[config.mk]
export PLATFORM = sky130hd
export DESIGN_NAME = gpib_address_command_decoder
export DESIGN_NICKNAME = d
export VERILOG_FILES = /design/src/gpib_decoder_pkg.sv /design/src/gpib_address_command_decoder.sv
export SDC_FILE = /design/constraint.sdc
export NUM_CORES = 1
export LEC_CHECK = 0
export ABC_CLOCK_PERIOD_IN_PS = 2900
export BUFFER_PORTS_ARGS = -buffer_cell sky130_fd_sc_hd__buf_2
export CORE_MARGIN = 1.5
export CORE_UTILIZATION = 40
export CTS_CLUSTER_DIAMETER = 50
export DETAILED_ROUTE_END_ITERATION = 12
export GPL_ROUTABILITY_DRIVEN = 0
export PLACE_DENSITY = 0.67
export SLEW_MARGIN = 0
export SYNTH_ARGS = -nofsm -noshare
export SYNTH_HDL_FRONTEND = slang
export SYNTH_SLANG_ARGS = --single-unit
[constraint.sdc]
create_clock -name clock -period 2.9 [get_ports clock]
set_clock_uncertainty 0.1 [all_clocks]
set_input_delay 0.145 -clock clock [delete_from_list [all_inputs] [get_ports clock]]
set_output_delay 0.145 -clock clock [all_outputs]
set_load 0.05 [all_outputs]
[src/gpib_decoder_pkg.sv]
// Purpose: constants and carriers for the bus address and command decoder
// Assumes: 100 MHz clock, command bytes arrive with attention flag attached
// Notes:   command codes use the low seven data bits, bit 7 is ignored
package gpib_decoder_pkg;

    // clock and timing
    localparam int          CLOCK_MHZ            = 100;
    localparam int          TRIGGER_DEADLINE_US  = 2500;   // 2.5 ms when idle
    localparam int          TRIGGER_DEADLINE_CYC = TRIGGER_DEADLINE_US * CLOCK_MHZ;
    localparam logic [1:0]  SWITCH_SETTLE        = 2'h3;   // cycles before switch load

    // address field layout
    localparam int          ADDR_WIDTH     = 5;
    localparam int          GROUP_LSB      = 5;            // bits 6:5 select the group
    localparam logic [1:0]  GROUP_LISTEN   = 2'h1;         // 0x20..0x3f
    localparam logic [1:0]  GROUP_TALK     = 2'h2;         // 0x40..0x5f
    localparam logic [1:0]  GROUP_SECOND   = 2'h3;         // 0x60..0x7f
    localparam logic [4:0]  ADDR_ALL_ONES  = 5'h1f;        // unlisten / untalk slot

    // command codes
    localparam logic [6:0]  CMD_GO_LOCAL       = 7'h01;
    localparam logic [6:0]  CMD_SEL_CLEAR      = 7'h04;
    localparam logic [6:0]  CMD_GROUP_TRIGGER  = 7'h08;
    localparam logic [6:0]  CMD_LOCAL_LOCKOUT  = 7'h11;
    localparam logic [6:0]  CMD_DEVICE_CLEAR   = 7'h14;
    localparam logic [6:0]  CMD_POLL_ENABLE    = 7'h18;
    localparam logic [6:0]  CMD_POLL_DISABLE   = 7'h19;
    localparam logic [6:0]  CMD_UNLISTEN       = 7'h3f;
    localparam logic [6:0]  CMD_UNTALK         = 7'h5f;

    // status byte
    localparam logic [7:0]  STATUS_IDLE        = 8'h20;    // ascii space
    localparam int          STATUS_RQS_BIT     = 6;        // data line seven
    localparam logic [3:0]  STATUS_MESSAGE     = 4'h1;     // talk message number
    localparam logic [7:0]  TERMINATOR_DEFAULT = 8'h0a;

    // byte from the acceptor handshake
    typedef struct packed {
        logic [7:0] data;
        logic       atn;
        logic       eoi;
    } bus_byte_type;

    // byte handed to the instrument or to the source handshake
    typedef struct packed {
        logic [7:0] data;
        logic       last;
    } data_byte_type;

endpackage : gpib_decoder_pkg

[src/gpib_address_command_decoder.sv]
// Purpose: decode bus addresses and commands, keep remote, poll and status state
// Assumes: byte handshake logic shares this clock; switches and remote enable are pins
// Notes:   one bus byte per rx_strobe; tx_taken pulses when the talker byte is accepted
//
// Behaviour
// - a listen byte 0x20-0x3e matching our address makes us listener
// - unlisten 0x3f stops us accepting data bytes
// - a talk byte 0x40-0x5e matching the same address makes us talker
// - untalk 0x5f stops us transmitting
// - address is five bits, from switches or panel entry
// - after power-on the address comes from the switches
// - the lock switch blocks panel address changes
// - nothing received over the bus can change the address
// - secondary address bytes are ignored and change no addressing
// - universal commands act whether or not we are addressed
// - device clear returns all settings to power-on values
// - in serial poll the talker sends the status byte, bit 6 is service request
// - reading the polled status byte resets it to space and drops the request
// - talk message 1 returns the status byte and clears it likewise
// - serial poll disable returns the talker to normal data
// - local lockout disables keyboard and local key until remote enable drops
// - addressed commands act only while we are listener
// - go to local leaves remote mode
// - selective device clear resets only this device
// - group trigger runs the chosen action, within 2.5 ms when idle
// - own listen address with remote enable asserted enters remote mode
// - remote holds until remote enable drops, go to local, or local key
// - a data byte with end flag gets a terminator; our terminator carries end
`timescale 1ns/1ps

module gpib_address_command_decoder
    import gpib_decoder_pkg::*;
#(
    parameter int           TRIGGER_CYCLES = TRIGGER_DEADLINE_CYC,
    parameter logic [7:0]   TERMINATOR     = TERMINATOR_DEFAULT
) (
    input  wire logic                  clock,
    input  wire logic                  sys_rst,
    input  wire logic                  rx_strobe,           // one bus byte accepted
    input  wire bus_byte_type          rx_byte,
    input  wire logic                  remote_enable_pin,   // asserted high
    input  wire logic [ADDR_WIDTH-1:0] switch_address,
    input  wire logic                  switch_panel_lock,
    input  wire logic                  address_entry_key,   // panel entry pulse
    input  wire logic [ADDR_WIDTH-1:0] panel_address,
    input  wire logic                  return_local_key,
    input  wire logic                  instrument_busy,     // programming string running
    input  wire logic [3:0]            trigger_action_code,
    input  wire logic                  service_request,     // pulse: load status
    input  wire logic [7:0]            service_status,
    input  wire logic [3:0]            talk_message,
    input  wire data_byte_type         device_tx,
    input  wire logic                  tx_taken,            // talker byte accepted
    output logic [ADDR_WIDTH-1:0]      bus_address,
    output logic                       listener,
    output logic                       talker,
    output logic                       remote,
    output logic                       lockout,
    output logic                       keyboard_enabled,
    output logic                       poll_mode,
    output logic                       srq_out,
    output logic [7:0]                 status_byte,
    output logic                       settings_clear,      // pulse
    output logic                       trigger_start,       // pulse
    output logic [3:0]                 trigger_action,
    output logic                       rx_data_valid,       // pulse
    output data_byte_type              rx_data,
    output data_byte_type              tx_data
);

    // refuse a deadline that the trigger check cannot count
    if (TRIGGER_CYCLES < 1) begin : g_bad_deadline
        $error("TRIGGER_CYCLES must be at least 1");
    end

    // pin synchronisers
    logic [ADDR_WIDTH-1:0] sw_addr_meta;
    logic [ADDR_WIDTH-1:0] sw_addr_sync;
    logic                  lock_meta;
    logic                  lock_sync;
    logic                  ren_meta;
    logic                  ren_sync;
    always_ff @(posedge clock) begin
        sw_addr_meta <= switch_address;
        sw_addr_sync <= sw_addr_meta;
        lock_meta    <= switch_panel_lock;
        lock_sync    <= lock_meta;
        ren_meta     <= remote_enable_pin;
        ren_sync     <= ren_meta;
    end

    // byte decode, addresses and commands only on attention bytes
    logic [6:0] code;
    logic [1:0] group;
    logic       is_cmd;
    logic       is_data;
    logic       my_listen;
    logic       my_talk;
    logic       do_unlisten;
    logic       do_untalk;
    logic       do_other_talk;
    logic       addressed_ok;
    assign code          = rx_byte.data[6:0];
    assign group         = code[GROUP_LSB+1:GROUP_LSB];
    assign is_cmd        = rx_strobe && rx_byte.atn;
    assign is_data       = rx_strobe && !rx_byte.atn;
    assign my_listen     = is_cmd && group == GROUP_LISTEN
                           && code[4:0] != ADDR_ALL_ONES
                           && code[4:0] == bus_address;
    assign my_talk       = is_cmd && group == GROUP_TALK
                           && code[4:0] != ADDR_ALL_ONES
                           && code[4:0] == bus_address;
    assign do_unlisten   = is_cmd && code == CMD_UNLISTEN;
    assign do_untalk     = is_cmd && code == CMD_UNTALK;
    assign do_other_talk = is_cmd && group == GROUP_TALK && !my_talk && !do_untalk;
    assign addressed_ok  = is_cmd && listener;

    // address: switches at power-on, panel entry unless locked or keyboard disabled
    logic [1:0] settle;
    always_ff @(posedge clock) begin
        if (sys_rst) begin
            settle      <= SWITCH_SETTLE;
            bus_address <= '0;
        end else if (settle != 2'h0) begin
            settle <= settle - 2'h1;
            if (settle == 2'h1)
                bus_address <= sw_addr_sync;
        end else if (address_entry_key && !lock_sync && keyboard_enabled) begin
            bus_address <= panel_address;
        end
    end

    // listener and talker flags; secondary bytes fall through untouched
    always_ff @(posedge clock) begin
        if (sys_rst) begin
            listener <= 1'b0;
            talker   <= 1'b0;
        end else begin
            if (my_listen)
                listener <= 1'b1;
            else if (do_unlisten)
                listener <= 1'b0;
            if (my_talk)
                talker <= 1'b1;
            else if (do_untalk || do_other_talk)
                talker <= 1'b0;
        end
    end

    // remote and lockout
    always_ff @(posedge clock) begin
        if (sys_rst) begin
            remote  <= 1'b0;
            lockout <= 1'b0;
        end else begin
            if (!ren_sync)
                lockout <= 1'b0;
            else if (is_cmd && code == CMD_LOCAL_LOCKOUT)
                lockout <= 1'b1;
            if (!ren_sync)
                remote <= 1'b0;
            else if (my_listen)
                remote <= 1'b1;
            else if (addressed_ok && code == CMD_GO_LOCAL)
                remote <= 1'b0;
            else if (return_local_key && !lockout)
                remote <= 1'b0;
        end
    end
    assign keyboard_enabled = !remote && !lockout;

    // serial poll mode
    always_ff @(posedge clock) begin
        if (sys_rst)
            poll_mode <= 1'b0;
        else if (is_cmd && code == CMD_POLL_ENABLE)
            poll_mode <= 1'b1;
        else if (is_cmd && code == CMD_POLL_DISABLE)
            poll_mode <= 1'b0;
    end

    // status byte: a new request wins over a read that clears
    logic status_talk;
    logic status_read;
    assign status_talk = talker && (poll_mode || talk_message == STATUS_MESSAGE);
    assign status_read = tx_taken && status_talk;
    always_ff @(posedge clock) begin
        if (sys_rst)
            status_byte <= STATUS_IDLE;
        else if (service_request)
            status_byte <= service_status | (8'h01 << STATUS_RQS_BIT);
        else if (status_read)
            status_byte <= STATUS_IDLE;
    end
    assign srq_out = status_byte[STATUS_RQS_BIT];

    // clear pulse for device clear and selective clear
    always_ff @(posedge clock) begin
        if (sys_rst)
            settings_clear <= 1'b0;
        else
            settings_clear <= (is_cmd && code == CMD_DEVICE_CLEAR)
                              || (addressed_ok && code == CMD_SEL_CLEAR);
    end

    // group trigger waits for the instrument to be idle
    logic get_pending;
    always_ff @(posedge clock) begin
        if (sys_rst) begin
            get_pending    <= 1'b0;
            trigger_start  <= 1'b0;
            trigger_action <= 4'h0;
        end else begin
            trigger_start <= get_pending && !instrument_busy;
            if (addressed_ok && code == CMD_GROUP_TRIGGER)
                get_pending <= 1'b1;
            else if (!instrument_busy)
                get_pending <= 1'b0;
            if (get_pending && !instrument_busy)
                trigger_action <= trigger_action_code;
        end
    end

    // idle cycles spent waiting on a trigger, read only by the checks
    logic [31:0] get_wait;
    always_ff @(posedge clock) begin
        if (sys_rst || !get_pending)
            get_wait <= 32'h0;
        else if (!instrument_busy)
            get_wait <= get_wait + 32'h1;
    end

    // listener data with terminator inserted after an end byte
    logic insert_term;
    always_ff @(posedge clock) begin
        if (sys_rst) begin
            rx_data_valid <= 1'b0;
            rx_data       <= '0;
            insert_term   <= 1'b0;
        end else begin
            rx_data_valid <= 1'b0;
            insert_term   <= 1'b0;
            if (is_data && listener) begin
                rx_data_valid <= 1'b1;
                rx_data.data  <= rx_byte.data;
                rx_data.last  <= 1'b0;
                insert_term   <= rx_byte.eoi;
            end else if (insert_term) begin
                rx_data_valid <= 1'b1;
                rx_data.data  <= TERMINATOR;
                rx_data.last  <= 1'b1;
            end
        end
    end

    // talker byte: status or instrument data, end flag on final terminator
    always_ff @(posedge clock) begin
        if (sys_rst) begin
            tx_data <= '0;
        end else if (!talker) begin
            tx_data <= '0;
        end else if (status_talk) begin
            tx_data.data <= status_byte;
            tx_data.last <= 1'b0;
        end else begin
            tx_data.data <= device_tx.data;
            tx_data.last <= device_tx.last && device_tx.data == TERMINATOR;
        end
    end

    // checks on addressing
    chk_listen_match: assert property (@(posedge clock) disable iff (sys_rst)
        my_listen |=> listener) else $error("listen address not taken");
    chk_unlisten_drop: assert property (@(posedge clock) disable iff (sys_rst)
        do_unlisten |=> !listener ##1 !rx_data_valid)
        else $error("unlisten did not stop data");
    chk_talk_match: assert property (@(posedge clock) disable iff (sys_rst)
        my_talk |=> talker) else $error("talk address not taken");
    chk_untalk_quiet: assert property (@(posedge clock) disable iff (sys_rst)
        do_untalk |=> !talker ##1 tx_data == '0) else $error("still talking");
    chk_tx_idle: assert property (@(posedge clock) disable iff (sys_rst)
        !talker |=> tx_data == '0)
        else $error("talker byte shown while not talker");
    chk_addr_stable: assert property (@(posedge clock) disable iff (sys_rst)
        (settle == 2'h0 && !address_entry_key) |=> $stable(bus_address))
        else $error("address changed without entry");
    chk_lock_blocks: assert property (@(posedge clock) disable iff (sys_rst)
        (settle == 2'h0 && lock_sync) |=> $stable(bus_address))
        else $error("locked address changed");
    chk_secondary_ign: assert property (@(posedge clock) disable iff (sys_rst)
        (is_cmd && group == GROUP_SECOND) |=> $stable(listener) && $stable(talker))
        else $error("secondary changed addressing");

    // checks on command effects
    chk_clear_pulse: assert property (@(posedge clock) disable iff (sys_rst)
        (is_cmd && code == CMD_DEVICE_CLEAR) |=> settings_clear)
        else $error("device clear missed");
    chk_sel_clear: assert property (@(posedge clock) disable iff (sys_rst)
        (addressed_ok && code == CMD_SEL_CLEAR) |=> settings_clear)
        else $error("selective clear missed");
    chk_poll_enter: assert property (@(posedge clock) disable iff (sys_rst)
        (is_cmd && code == CMD_POLL_ENABLE) |=> poll_mode)
        else $error("poll enable missed");
    chk_poll_byte: assert property (@(posedge clock) disable iff (sys_rst)
        (talker && poll_mode && !tx_taken && !service_request)
        |=> tx_data.data == $past(status_byte)) else $error("poll byte wrong");
    chk_poll_reset: assert property (@(posedge clock) disable iff (sys_rst)
        (status_read && !service_request) |=> status_byte == STATUS_IDLE && !srq_out)
        else $error("status not reset after read");
    chk_poll_leave: assert property (@(posedge clock) disable iff (sys_rst)
        (is_cmd && code == CMD_POLL_DISABLE) |=> !poll_mode)
        else $error("poll disable missed");
    chk_addressed_only: assert property (@(posedge clock) disable iff (sys_rst)
        (is_cmd && !listener && code == CMD_SEL_CLEAR) |=> !settings_clear)
        else $error("unaddressed clear acted");
    chk_gtl_local: assert property (@(posedge clock) disable iff (sys_rst)
        (addressed_ok && code == CMD_GO_LOCAL) |=> !remote)
        else $error("go to local missed");
    chk_trigger_fire: assert property (@(posedge clock) disable iff (sys_rst)
        (get_pending && !instrument_busy) |=> trigger_start)
        else $error("idle trigger not started");
    chk_trigger_time: assert property (@(posedge clock) disable iff (sys_rst)
        get_wait <= TRIGGER_CYCLES) else $error("trigger later than deadline");
    chk_remote_enter: assert property (@(posedge clock) disable iff (sys_rst)
        (my_listen && ren_sync) |=> remote) else $error("remote not entered");
    chk_lockout_set: assert property (@(posedge clock) disable iff (sys_rst)
        (is_cmd && code == CMD_LOCAL_LOCKOUT && ren_sync) |=> lockout)
        else $error("local lockout missed");
    chk_lockout_key: assert property (@(posedge clock) disable iff (sys_rst)
        (lockout && remote && ren_sync && !is_cmd) |=> remote)
        else $error("local key worked in lockout");
    chk_end_term: assert property (@(posedge clock) disable iff (sys_rst)
        (is_data && listener && rx_byte.eoi)
        |=> rx_data_valid ##1 rx_data_valid && rx_data.data == TERMINATOR)
        else $error("terminator not inserted");

    // scenarios worth seeing
    cov_panel_entry: cover property (@(posedge clock) disable iff (sys_rst)
        settle == 2'h0 && address_entry_key && !lock_sync && keyboard_enabled);
    cov_serial_poll: cover property (@(posedge clock) disable iff (sys_rst)
        poll_mode && status_read);
    cov_trigger: cover property (@(posedge clock) disable iff (sys_rst)
        get_pending ##[1:20] trigger_start);
    cov_lockout: cover property (@(posedge clock) disable iff (sys_rst)
        lockout && remote);
    cov_end_byte: cover property (@(posedge clock) disable iff (sys_rst)
        insert_term);

endmodule : gpib_address_command_decoder

==> impl_metrics.toml, run 1 <==
[run_status]
status = "completed"

[floorplan]
boundaryPins = 100
core-area_mm2 = 0.00551
std_cell_rows = 27
dieArea_mm2 = 0.00618
start_util_pct = 41.6
die_w_um = 78.6
die_y_um = 78.6

[global_routing]
gr-usage-met2_pct = 29.8
grt_use_met1_pct = 22.7
gr-total-overflow = 0
antenna_found_initial = 0
grt_pass1_wl_mm = 8.91
grt_max_degree = 39
grt_pass1_vias = 1973
busiest_layer = "met2"
grtUsageMet3_pct = 4.77
gr-usage-all-layers_pct = 18.9

[worst_setup_path]
cp_slowest_cell = "dlygate4sd3_1"
cp_num_buf_inv = 1
cp_slowest_stage_delay_ns = 0.57
cp_top_family = "simple AND/OR/NAND/NOR gates"
crit_chain = "nand2b_1 > nor3b_1 > nand4_1 > dlygate4sd3_1 > a21oi_1"
end_kind = "flip-flop"
r2r_setup_slack_ns = 0.91
reg2reg_depth = 5
critPathKind = "reg -> reg"
r2r-start = "talker"
r2r_end = "tx_data[0]"
startpoint_type = "flip-flop"
critPathArrivalTime_ns = 2.15
required_ns = 3.06
worst-path-max-fanout = 10

[finish]
nets = 414
layout_common_cells = "buf_2, dfxtp_1, nor2_1, dlygate4sd3_1, mux2i_1"
antenna_cells = 0
final_cells = 434
utilization_pct = 60.6
layout-drive-gt1-share_pct = 32.9
layout_commonest_cell = "buf_2"
final_area_mm2 = 0.00333
area_growth_pct = 45.7

[routing]
vias_per_cell = 4.86
drt_iter0_drc = 50
wire_per_inst_um = 12.8
finalWirelength_mm = 5.54
dr.pass1.iters = 4
vias = 2109
drc = 0
ant_nets = 0

[yosys]
yosys.area.top_type = "dfxtp_1"
ys_warn_count = 0
synth_top_cell_area_share_pct = 53.4
synth_area_leaders = "dfxtp_1, mux2i_1, nor2_1"
synth_area_per_cell_um2 = 10.0
ys_async_sr_fraction_pct = 0
synth_edf_count = 0
synthCells = 228
syn_nets = 285
synth_area_mm2 = 0.00229
ys.flop_type = "dfxtp_1"
ys_types = 38
ys_ff_latch = 61
yosysSeqAreaShare_pct = 53.4

[timing]
finalHoldViolCount = 0
tightest_slew_ns = 0.675
drv_slew = 0
period_share_pct = 68.6
setup_viol = 0
slew_headroom_pct = 55.0
fin_crit_ns = 1.99
max_freq_ghz = 0.503
tns_ns = 0
rsz0062_at_grt = "no"

[pwr]
powerDensity_mw_per_mm2 = 584
p_leak_uw = 0.00159
irDropWorstVdd_mv = 0.558
power_uw = 1950

[cts]
root_buffer = "clkbuf_8"
clockBufferDepth = 2
numClockSinks = 61
cts_buffers = 9
clock_latency_ns = 0.33
clk_pin_slew_ns = 0.06
cts.htree.levels = 3
cts_tree = "done"

[placed_design]
io_buffers = 98
place_area_mm2 = 0.00281
place_inst = 385
dp_hpwl_mm = 3.74

[run]
drv_cap = 0

[worst_hold_path]
min_path_type = "in -> reg"
min_to = "rx_data[1]"
holdCritStartpoint = "rx_byte[2]"
min_path_cells = 3
## cells in the mapped netlist (4+ instances only)
master,number
mux2i_1,19
inv_1,6
nor2_1,46
a211oi_1,5
xor2_1,4
nor3b_1,8
a22oi_1,6
buf_2,4
clkbuf_1,8
dfxtp_1,61
a21oi_1,12
## kinds of logic (layout without fill, tap and decap cells)
group                    after synthesis  after routing  synth area share [%]
adder cells (fa/ha/maj)                2              2                  1.09
AND/OR/NAND/NOR                       85             85                  20.0
flip-flops                            61             61                  53.4
multiplexers                          20             20                  8.97
buffers and inverters                 19            153                  3.50
XOR/XNOR                               6              6                  2.30
AO/OA/AOI/OAI                         35             35                  10.8
## metrics by stage
stage	setup slack (ns)	hold slack [ns]
2_1_floorplan	1.36	0.0727
3_3_place_gp	1.27	0.147
3_5_place_dp	1.25	0.149
4_1_cts	0.898	0.00119
5_1_grt	0.712	0.0353
6_report	0.910	0.0169
## report_power, final
part,internal [uW],switching [uW],total (uW)
sequential,877,25.7,902
clock,418,312,730
combinational,131,185,316
## worst min-delay path, cell delays in order
cell and delay [ns]:
buf_2 0.12, a21oi_1 0.07, nor2_1 0.08
## routing by layer
layer	up-vias	wire length, um
met5	-	0
met1	955	2510
met3	11	399
met4	0	125
li1	1056	-
met2	87	2500
## final cells by class
cell class	instances	area [um2]
Tap cell	72	90.1
Sequential cell	61	1220
Clock inverter	4	47.5
Inverter	6	22.5
Timing Repair Buffer	131	821
Fill cell	465	2170
Clock buffer	12	145
Multi-Input combinational cell	148	987
## how the worst max path moves through the flow
stage | cells after the start | to | startpoint | slack [ns]
final | 5 | tx_data[0] | talker | 0.91
after global routing | 5 | tx_data[0] | talker | 0.71
after CTS | 5 | tx_data[0] | talker | 0.90
after detailed placement | 5 | bus_address[1] | settle[0] | 1.25
after global placement | 5 | tx_data[0] | sys_rst | 1.27
after floorplan | 5 | tx_data[0] | talker | 1.36
## state kept, by name (all words and copies together), names as in the netlist, 2 cells and up
| register | cells |
|---|---|
| bus_address | 5 |
| rx_data | 9 |
| sw_addr_sync | 5 |
| status_byte | 8 |
| settle | 2 |
| trigger_action | 4 |
| tx_data | 9 |
| sw_addr_meta | 5 |
## timing repair
| action | in CTS | in global routing |
|---|---|---|
| hold buffers | 33 | 0 |
| gates resized for setup | 0 | 0 |
| buffers inserted | 0 | 0 |
| endpoints found under the hold margin | 32 | 0 |
(Power assumes the default switching activity.)
==> run 2, diff against run 1 <==
--- a/config.mk
+++ b/config.mk
@@ -5,14 +5,15 @@
 export SDC_FILE = /design/constraint.sdc
 export NUM_CORES = 1
 export LEC_CHECK = 0
-export ABC_CLOCK_PERIOD_IN_PS = 2900
+export ABC_AREA = 1
+export ABC_CLOCK_PERIOD_IN_PS = 1700
 export BUFFER_PORTS_ARGS = -buffer_cell sky130_fd_sc_hd__buf_2
 export CORE_MARGIN = 1.5
 export CORE_UTILIZATION = 40
 export CTS_CLUSTER_DIAMETER = 50
 export DETAILED_ROUTE_END_ITERATION = 12
 export GPL_ROUTABILITY_DRIVEN = 0
-export PLACE_DENSITY = 0.67
+export PLACE_DENSITY = 0.7
 export SLEW_MARGIN = 0
 export SYNTH_ARGS = -nofsm -noshare
 export SYNTH_HDL_FRONTEND = slang
==> constraint.sdc (replaced) <==
create_clock -name clock -period 1.7 [get_ports clock]
set_clock_uncertainty 0.1 [all_clocks]
set_input_delay 0.085 -clock clock [delete_from_list [all_inputs] [get_ports clock]]
set_output_delay 0.085 -clock clock [all_outputs]
set_load 0.05 [all_outputs]
==> run 2 against run 1 <==
- die area increased by 2.8%
- count of clock-buffer cells in the layout fell by 2
- combinational power increased by 78%
- non-clock buffer count increased by 23
- critical path type is now in -> reg
- sequential share of layout area fell by 3.3 points
- hold slack improved by 0.010 ns
- cell count rose by 20%
- core utilization is 4.9 points higher
- highest routed layer unchanged
==> impl_metrics.toml, run 2 <==
[yosys]
synth_edf_count = 0
ys_async_sr_fraction_pct = 0
synth_area_per_cell_um2 = 8.26
ys_types = 34
yosysSeqAreaShare_pct = 51.9
yosys.area.top_type = "dfxtp_1"
synth_area_mm2 = 0.00235
synth_top_cell_area_share_pct = 51.9
ys.flop_type = "dfxtp_1"
synthCells = 285
yosysMostFrequentCell = "dfxtp_1"
ys_warn_count = 0
synth_common_cells = "dfxtp_1, nor2_1, nand2_1"
synth_area_leaders = "dfxtp_1, nor2_1, nand2_1"
syn_nets = 342
ys_ff_latch = 61

[worst_setup_path]
r2r_setup_slack_ns = 0.10
reg2reg_depth = 5
crit_chain = "dlygate4sd3_1 > buf_2 > nor3_1 > nand4_1 > a21oi_1 > dlygate4sd3_1"
critPathArrivalTime_ns = 1.77
r2r_end = "rx_data[8]"
required_ns = 1.87
startpoint_type = "primary input"
cp_slowest_stage_delay_ns = 0.56
end_kind = "flip-flop"
critPathKind = "in -> reg"
cp_slowest_cell = "dlygate4sd3_1"
crit_top_cell = "dlygate4sd3_1"
worst-path-max-fanout = 5
r2r-start = "listener"

[run]
drv_cap = 0

[pwr]
powerDensity_mw_per_mm2 = 951
irDropWorstVdd_mv = 0.697
p_leak_uw = 0.00178

[finish]
reg.largest.list = "rx_data: 9 flops, tx_data: 9 flops, status_byte: 8 flops"
layout-drive-gt1-share_pct = 32.8
nets = 501
layout_commonest_cell = "buf_2"
antenna_cells = 0
final_area_mm2 = 0.00367
layout_common_cells = "buf_2, dfxtp_1, dlygate4sd3_1, nor2_1, nand2_1"
area_growth_pct = 55.8

[floorplan]
die_w_um = 79.7
start_util_pct = 42.0
std_cell_rows = 27
dieArea_mm2 = 0.00636
die_y_um = 79.7
boundaryPins = 100
core-area_mm2 = 0.00561

[global_routing]
grt_max_degree = 19
grt_pass1_wl_mm = 9.78
grt_pass1_vias = 2266
antenna_found_initial = 0
gr-usage-all-layers_pct = 20.2
gr-total-overflow = 0

[timing]
rsz0062_at_grt = "no"
period_share_pct = 94.5
setup_viol = 0
slew_headroom_pct = 78.8
finalHoldViolCount = 0
max_freq_ghz = 0.622
tns_ns = 0
drv_slew = 0
fin_crit_ns = 1.61
tightest_slew_ns = 0.318

[routing]
wire_per_inst_um = 12.1
drc = 0
finalWirelength_mm = 6.28
vias = 2461
vias_per_cell = 4.73
dr.pass1.iters = 4
ant_nets = 0
drt_iter0_drc = 70

[cts]
root_buffer = "clkbuf_8"
clk_pin_slew_ns = 0.07
numClockSinks = 61
clock_latency_ns = 0.33
cts_tree = "done"
cts.htree.levels = 3
cts_buffers = 9
clockBufferDepth = 2

[placed_design]
io_buffers = 98
dp_hpwl_mm = 4.29
place_area_mm2 = 0.00292

[worst_hold_path]
min_path_type = "in -> reg"
min_to = "rx_data[4]"
min_path_cells = 3
holdCritStartpoint = "rx_byte[5]"

[run_status]
status = "completed"
-- run 2: cells by family (layout without fill, tap and decap cells) --
group	count (synthesis)	in the layout	share of synthesized area (%)
AOI/OAI and AO/OA	47	47	11.4
adders and majority gates	2	2	1.06
xor gates and xnor gates	3	3	1.12
buffers and inverters	34	197	6.64
DFF	61	61	51.9
and+or+nand+nor	138	138	27.9
-- run 2: report_power, final --
part / internal, uW / total (uW) / leakage, uW / switching [uW]
sequential: 1490 / 1540 / 0.000500 / 45.6
clock: 849 / 1390 / 0.000112 / 538
combinational: 222 / 561 / 0.00116 / 338
-- run 2: worst max-delay path by stage --
stage                           from        endpoint  slack [ns]  depth (start not counted)
after floorplan              lockout  bus_address[1]        0.15                          6
after global placement     settle[0]  bus_address[2]        0.20                          9
after detailed placement   settle[0]  bus_address[2]        0.11                          9
after CTS                  poll_mode  status_byte[5]        0.01                          7
after global routing      rx_byte[2]     get_pending        0.02                          6
final                     rx_byte[2]     get_pending        0.09                          6
-- run 2: per-stage QoR --
stage | utilization (%) | setup WS, ns | power (uW) | instances | hold WS (ns)
finish | 65.4 | 0.0935 | 3490 | 520 | 0.0273
global route | 65.4 | 0.0184 | 3630 | 520 | 0.0126
CTS | 64.9 | 0.0104 | 3500 | 518 | 0.00694
detailed placement | 52.1 | 0.112 | 2040 | 452 | 0.0891
global placement | 52.1 | 0.197 | 2020 | 452 | 0.0871
floorplan | - | 0.147 | 1880 | 285 | 0.0127
-- run 2: what timing repair did --
item,CTS,global route
resized for setup,0,4
buffers inserted,0,2
hold endpoints to repair,43,0
hold buffers,51,0
endpoints found under the setup margin,0,7
-- run 2: layout make-up --
type / instances / area, um2
fill: 484 / 1940
sequential: 61 / 1220
timing repair buffer: 154 / 1040
multi-input combinational: 190 / 995
clock buffer: 10 / 138
inverter: 28 / 110
tap: 72 / 90.1
clock inverter: 5 / 75.1
-- run 2: worst max-delay path: cells and delay by family --
kind | cells | cell delay, ns
simple gates | 2 | 0.31
buf+inv | 3 | 1.26
compound gates | 1 | 0.14
-- run 2: per-layer routing --
metal | up-vias | track usage (%) | part of all wire (%)
met5 | - | 0 | 0
met4 | 0 | 9.12 | 1.4
met3 | 11 | 5.60 | 7.4
met2 | 99 | 36.7 | 50
met1 | 1110 | 21.5 | 41
li1 | 1241 | - | -
==> run 3, diff against run 2 <==
--- a/config.mk
+++ b/config.mk
@@ -5,9 +5,9 @@
 export SDC_FILE = /design/constraint.sdc
 export NUM_CORES = 1
 export LEC_CHECK = 0
-export ABC_AREA = 1
 export ABC_CLOCK_PERIOD_IN_PS = 1700
 export BUFFER_PORTS_ARGS = -buffer_cell sky130_fd_sc_hd__buf_2
+export CORE_ASPECT_RATIO = 1.25
 export CORE_MARGIN = 1.5
 export CORE_UTILIZATION = 40
 export CTS_CLUSTER_DIAMETER = 50
==> run 3 against run 2 <==
- flip-flop and latch count unchanged
- cell count down 15%
- register-to-register slack better by 0.16 ns
- sequential power about the same
==> impl_metrics.toml, run 3 (synthesized netlist as in run 1, its figures left out) <==
[worst_setup_path]
cp_slowest_cell = "dlygate4sd3_1"
crit_chain = "dlygate4sd3_1 > buf_2 > nor2_2 > o2111ai_1 > dlygate4sd3_1 > nor3_1"
startpoint_type = "primary input"
critPathKind = "in -> reg"
end_kind = "flip-flop"
cp_slowest_stage_delay_ns = 0.57
required_ns = 1.86
worst-path-max-fanout = 5
critPathArrivalTime_ns = 1.74
crit_top_cell = "dlygate4sd3_1"

[cts]
clockBufferDepth = 2
cts_buffers = 9
cts_tree = "done"
clock_latency_ns = 0.34
cts.htree.levels = 3
post_cts_buffers = 0
root_buffer = "clkbuf_8"
numClockSinks = 61
clk_pin_slew_ns = 0.06

[floorplan]
std_cell_rows = 30
dieArea_mm2 = 0.00619
start_util_pct = 41.8
die_y_um = 87.6
core-area_mm2 = 0.00548
boundaryPins = 100
die_w_um = 70.7

[routing]
ant_nets = 0
drt_iter0_drc = 62
vias_per_cell = 4.82
drc = 0
dr.pass1.iters = 4
vias = 2127
wire_per_inst_um = 13.0
finalWirelength_mm = 5.73

[timing]
finalHoldViolCount = 0
fin_crit_ns = 1.58
max_freq_ghz = 0.634
drv_slew = 0
tns_ns = 0
setup_viol = 0
period_share_pct = 92.7
slew_headroom_pct = 67.0
rsz0062_at_grt = "no"
tightest_slew_ns = 0.494

[global_routing]
gr-usage-all-layers_pct = 19.6
grt_pass1_vias = 2104
grt_pass1_wl_mm = 9.32
grt_max_degree = 20
antenna_found_initial = 0
gr-total-overflow = 0

[placed_design]
io_buffers = 98
dp_hpwl_mm = 4.00
place_area_mm2 = 0.00284

[finish]
layout-drive-gt1-share_pct = 33.4
area_growth_pct = 50.7
nets = 429
antenna_cells = 0
final_area_mm2 = 0.00345
reg.largest.list = "rx_data: 9 flops, tx_data: 9 flops, status_byte: 8 flops"
layout_commonest_cell = "buf_2"
layout_common_cells = "buf_2, dfxtp_1, nor2_1, dlygate4sd3_1, mux2i_1"

[worst_hold_path]
min_path_type = "in -> reg"

[pwr]
powerDensity_mw_per_mm2 = 938
irDropWorstVdd_mv = 0.717
p_leak_uw = 0.00165

[run_status]
status = "completed"

[run]
drv_cap = 0
## run 3: cell types whose count changed in the layout (fill, tap and decap cells not counted), sizes merged, moves of 4 or more
cell         previous run  this run
a21oi                  18        12
a22oi                   0         6
dlygate4sd3            51        43
inv                    27         6
mux2i                   0        19
nand2                  52         2
nand3                  20         2
nor2                   54        47
nor3b                   1         8
o21ai                  23         3
xor2                    0         4
## run 3: per-layer routing
metal	global-route usage [%]	vias up	wire length [um]
met5	0	-	0
met4	8.06	0	66
met3	7.02	7	413
met2	36.3	77	3000
met1	20.1	967	2250
li1	-	1076	-
## run 3: per-stage QoR
step | setup WS [ns] | power (uW) | hold WS [ns] | cells | util [%]
floorplan | 0.162 | 1900 | 0.0127 | 228 | -
global placement | 0.313 | 2050 | 0.0875 | 382 | 51.8
detailed placement | 0.276 | 2060 | 0.0890 | 382 | 51.8
CTS | 0.0903 | 3270 | 0.0141 | 441 | 62.9
global route | 0.0210 | 3390 | 0.0226 | 441 | 62.9
finish | 0.123 | 3240 | 0.0274 | 441 | 62.9
## run 3: worst paths after layout
check	startpoint	endpoint	slack (ns)	depth (start not counted)
max	rx_byte[7]	settings_clear	0.12	6
min	rx_byte[6]	rx_data[5]	0.03	3
max reg2reg	settle[0]	settle[1]	0.26	5
min reg2reg	sw_addr_meta[3]	sw_addr_sync[3]	0.23	0
## run 3: report_power, final
part	internal, uW	switching [uW]
clock	600	530
combinational	246	321
sequential	1500	42.7
total	2340	893
## run 3: cell type report
class / instances / area (um2)
tap: 64 / 80.1
timing repair buffer: 146 / 958
inverter: 6 / 22.5
fill: 464 / 2030
multi-input combinational: 148 / 990
sequential: 61 / 1220
clock inverter: 4 / 22.5
clock buffer: 12 / 155
## run 3: worst max-delay path, delay by kind of cell
family                 cells  cell delay, ns
AO/OA/AOI/OAI              1            0.12
buffers and inverters      3            1.26
AND/OR/NAND/NOR            2            0.27
## run 3: timing repair
item | in CTS | in global routing
endpoints found under the hold margin | 42 | 0
hold buffers | 43 | 0
endpoints found under the setup margin | 0 | 1
gates resized for setup | 0 | 1
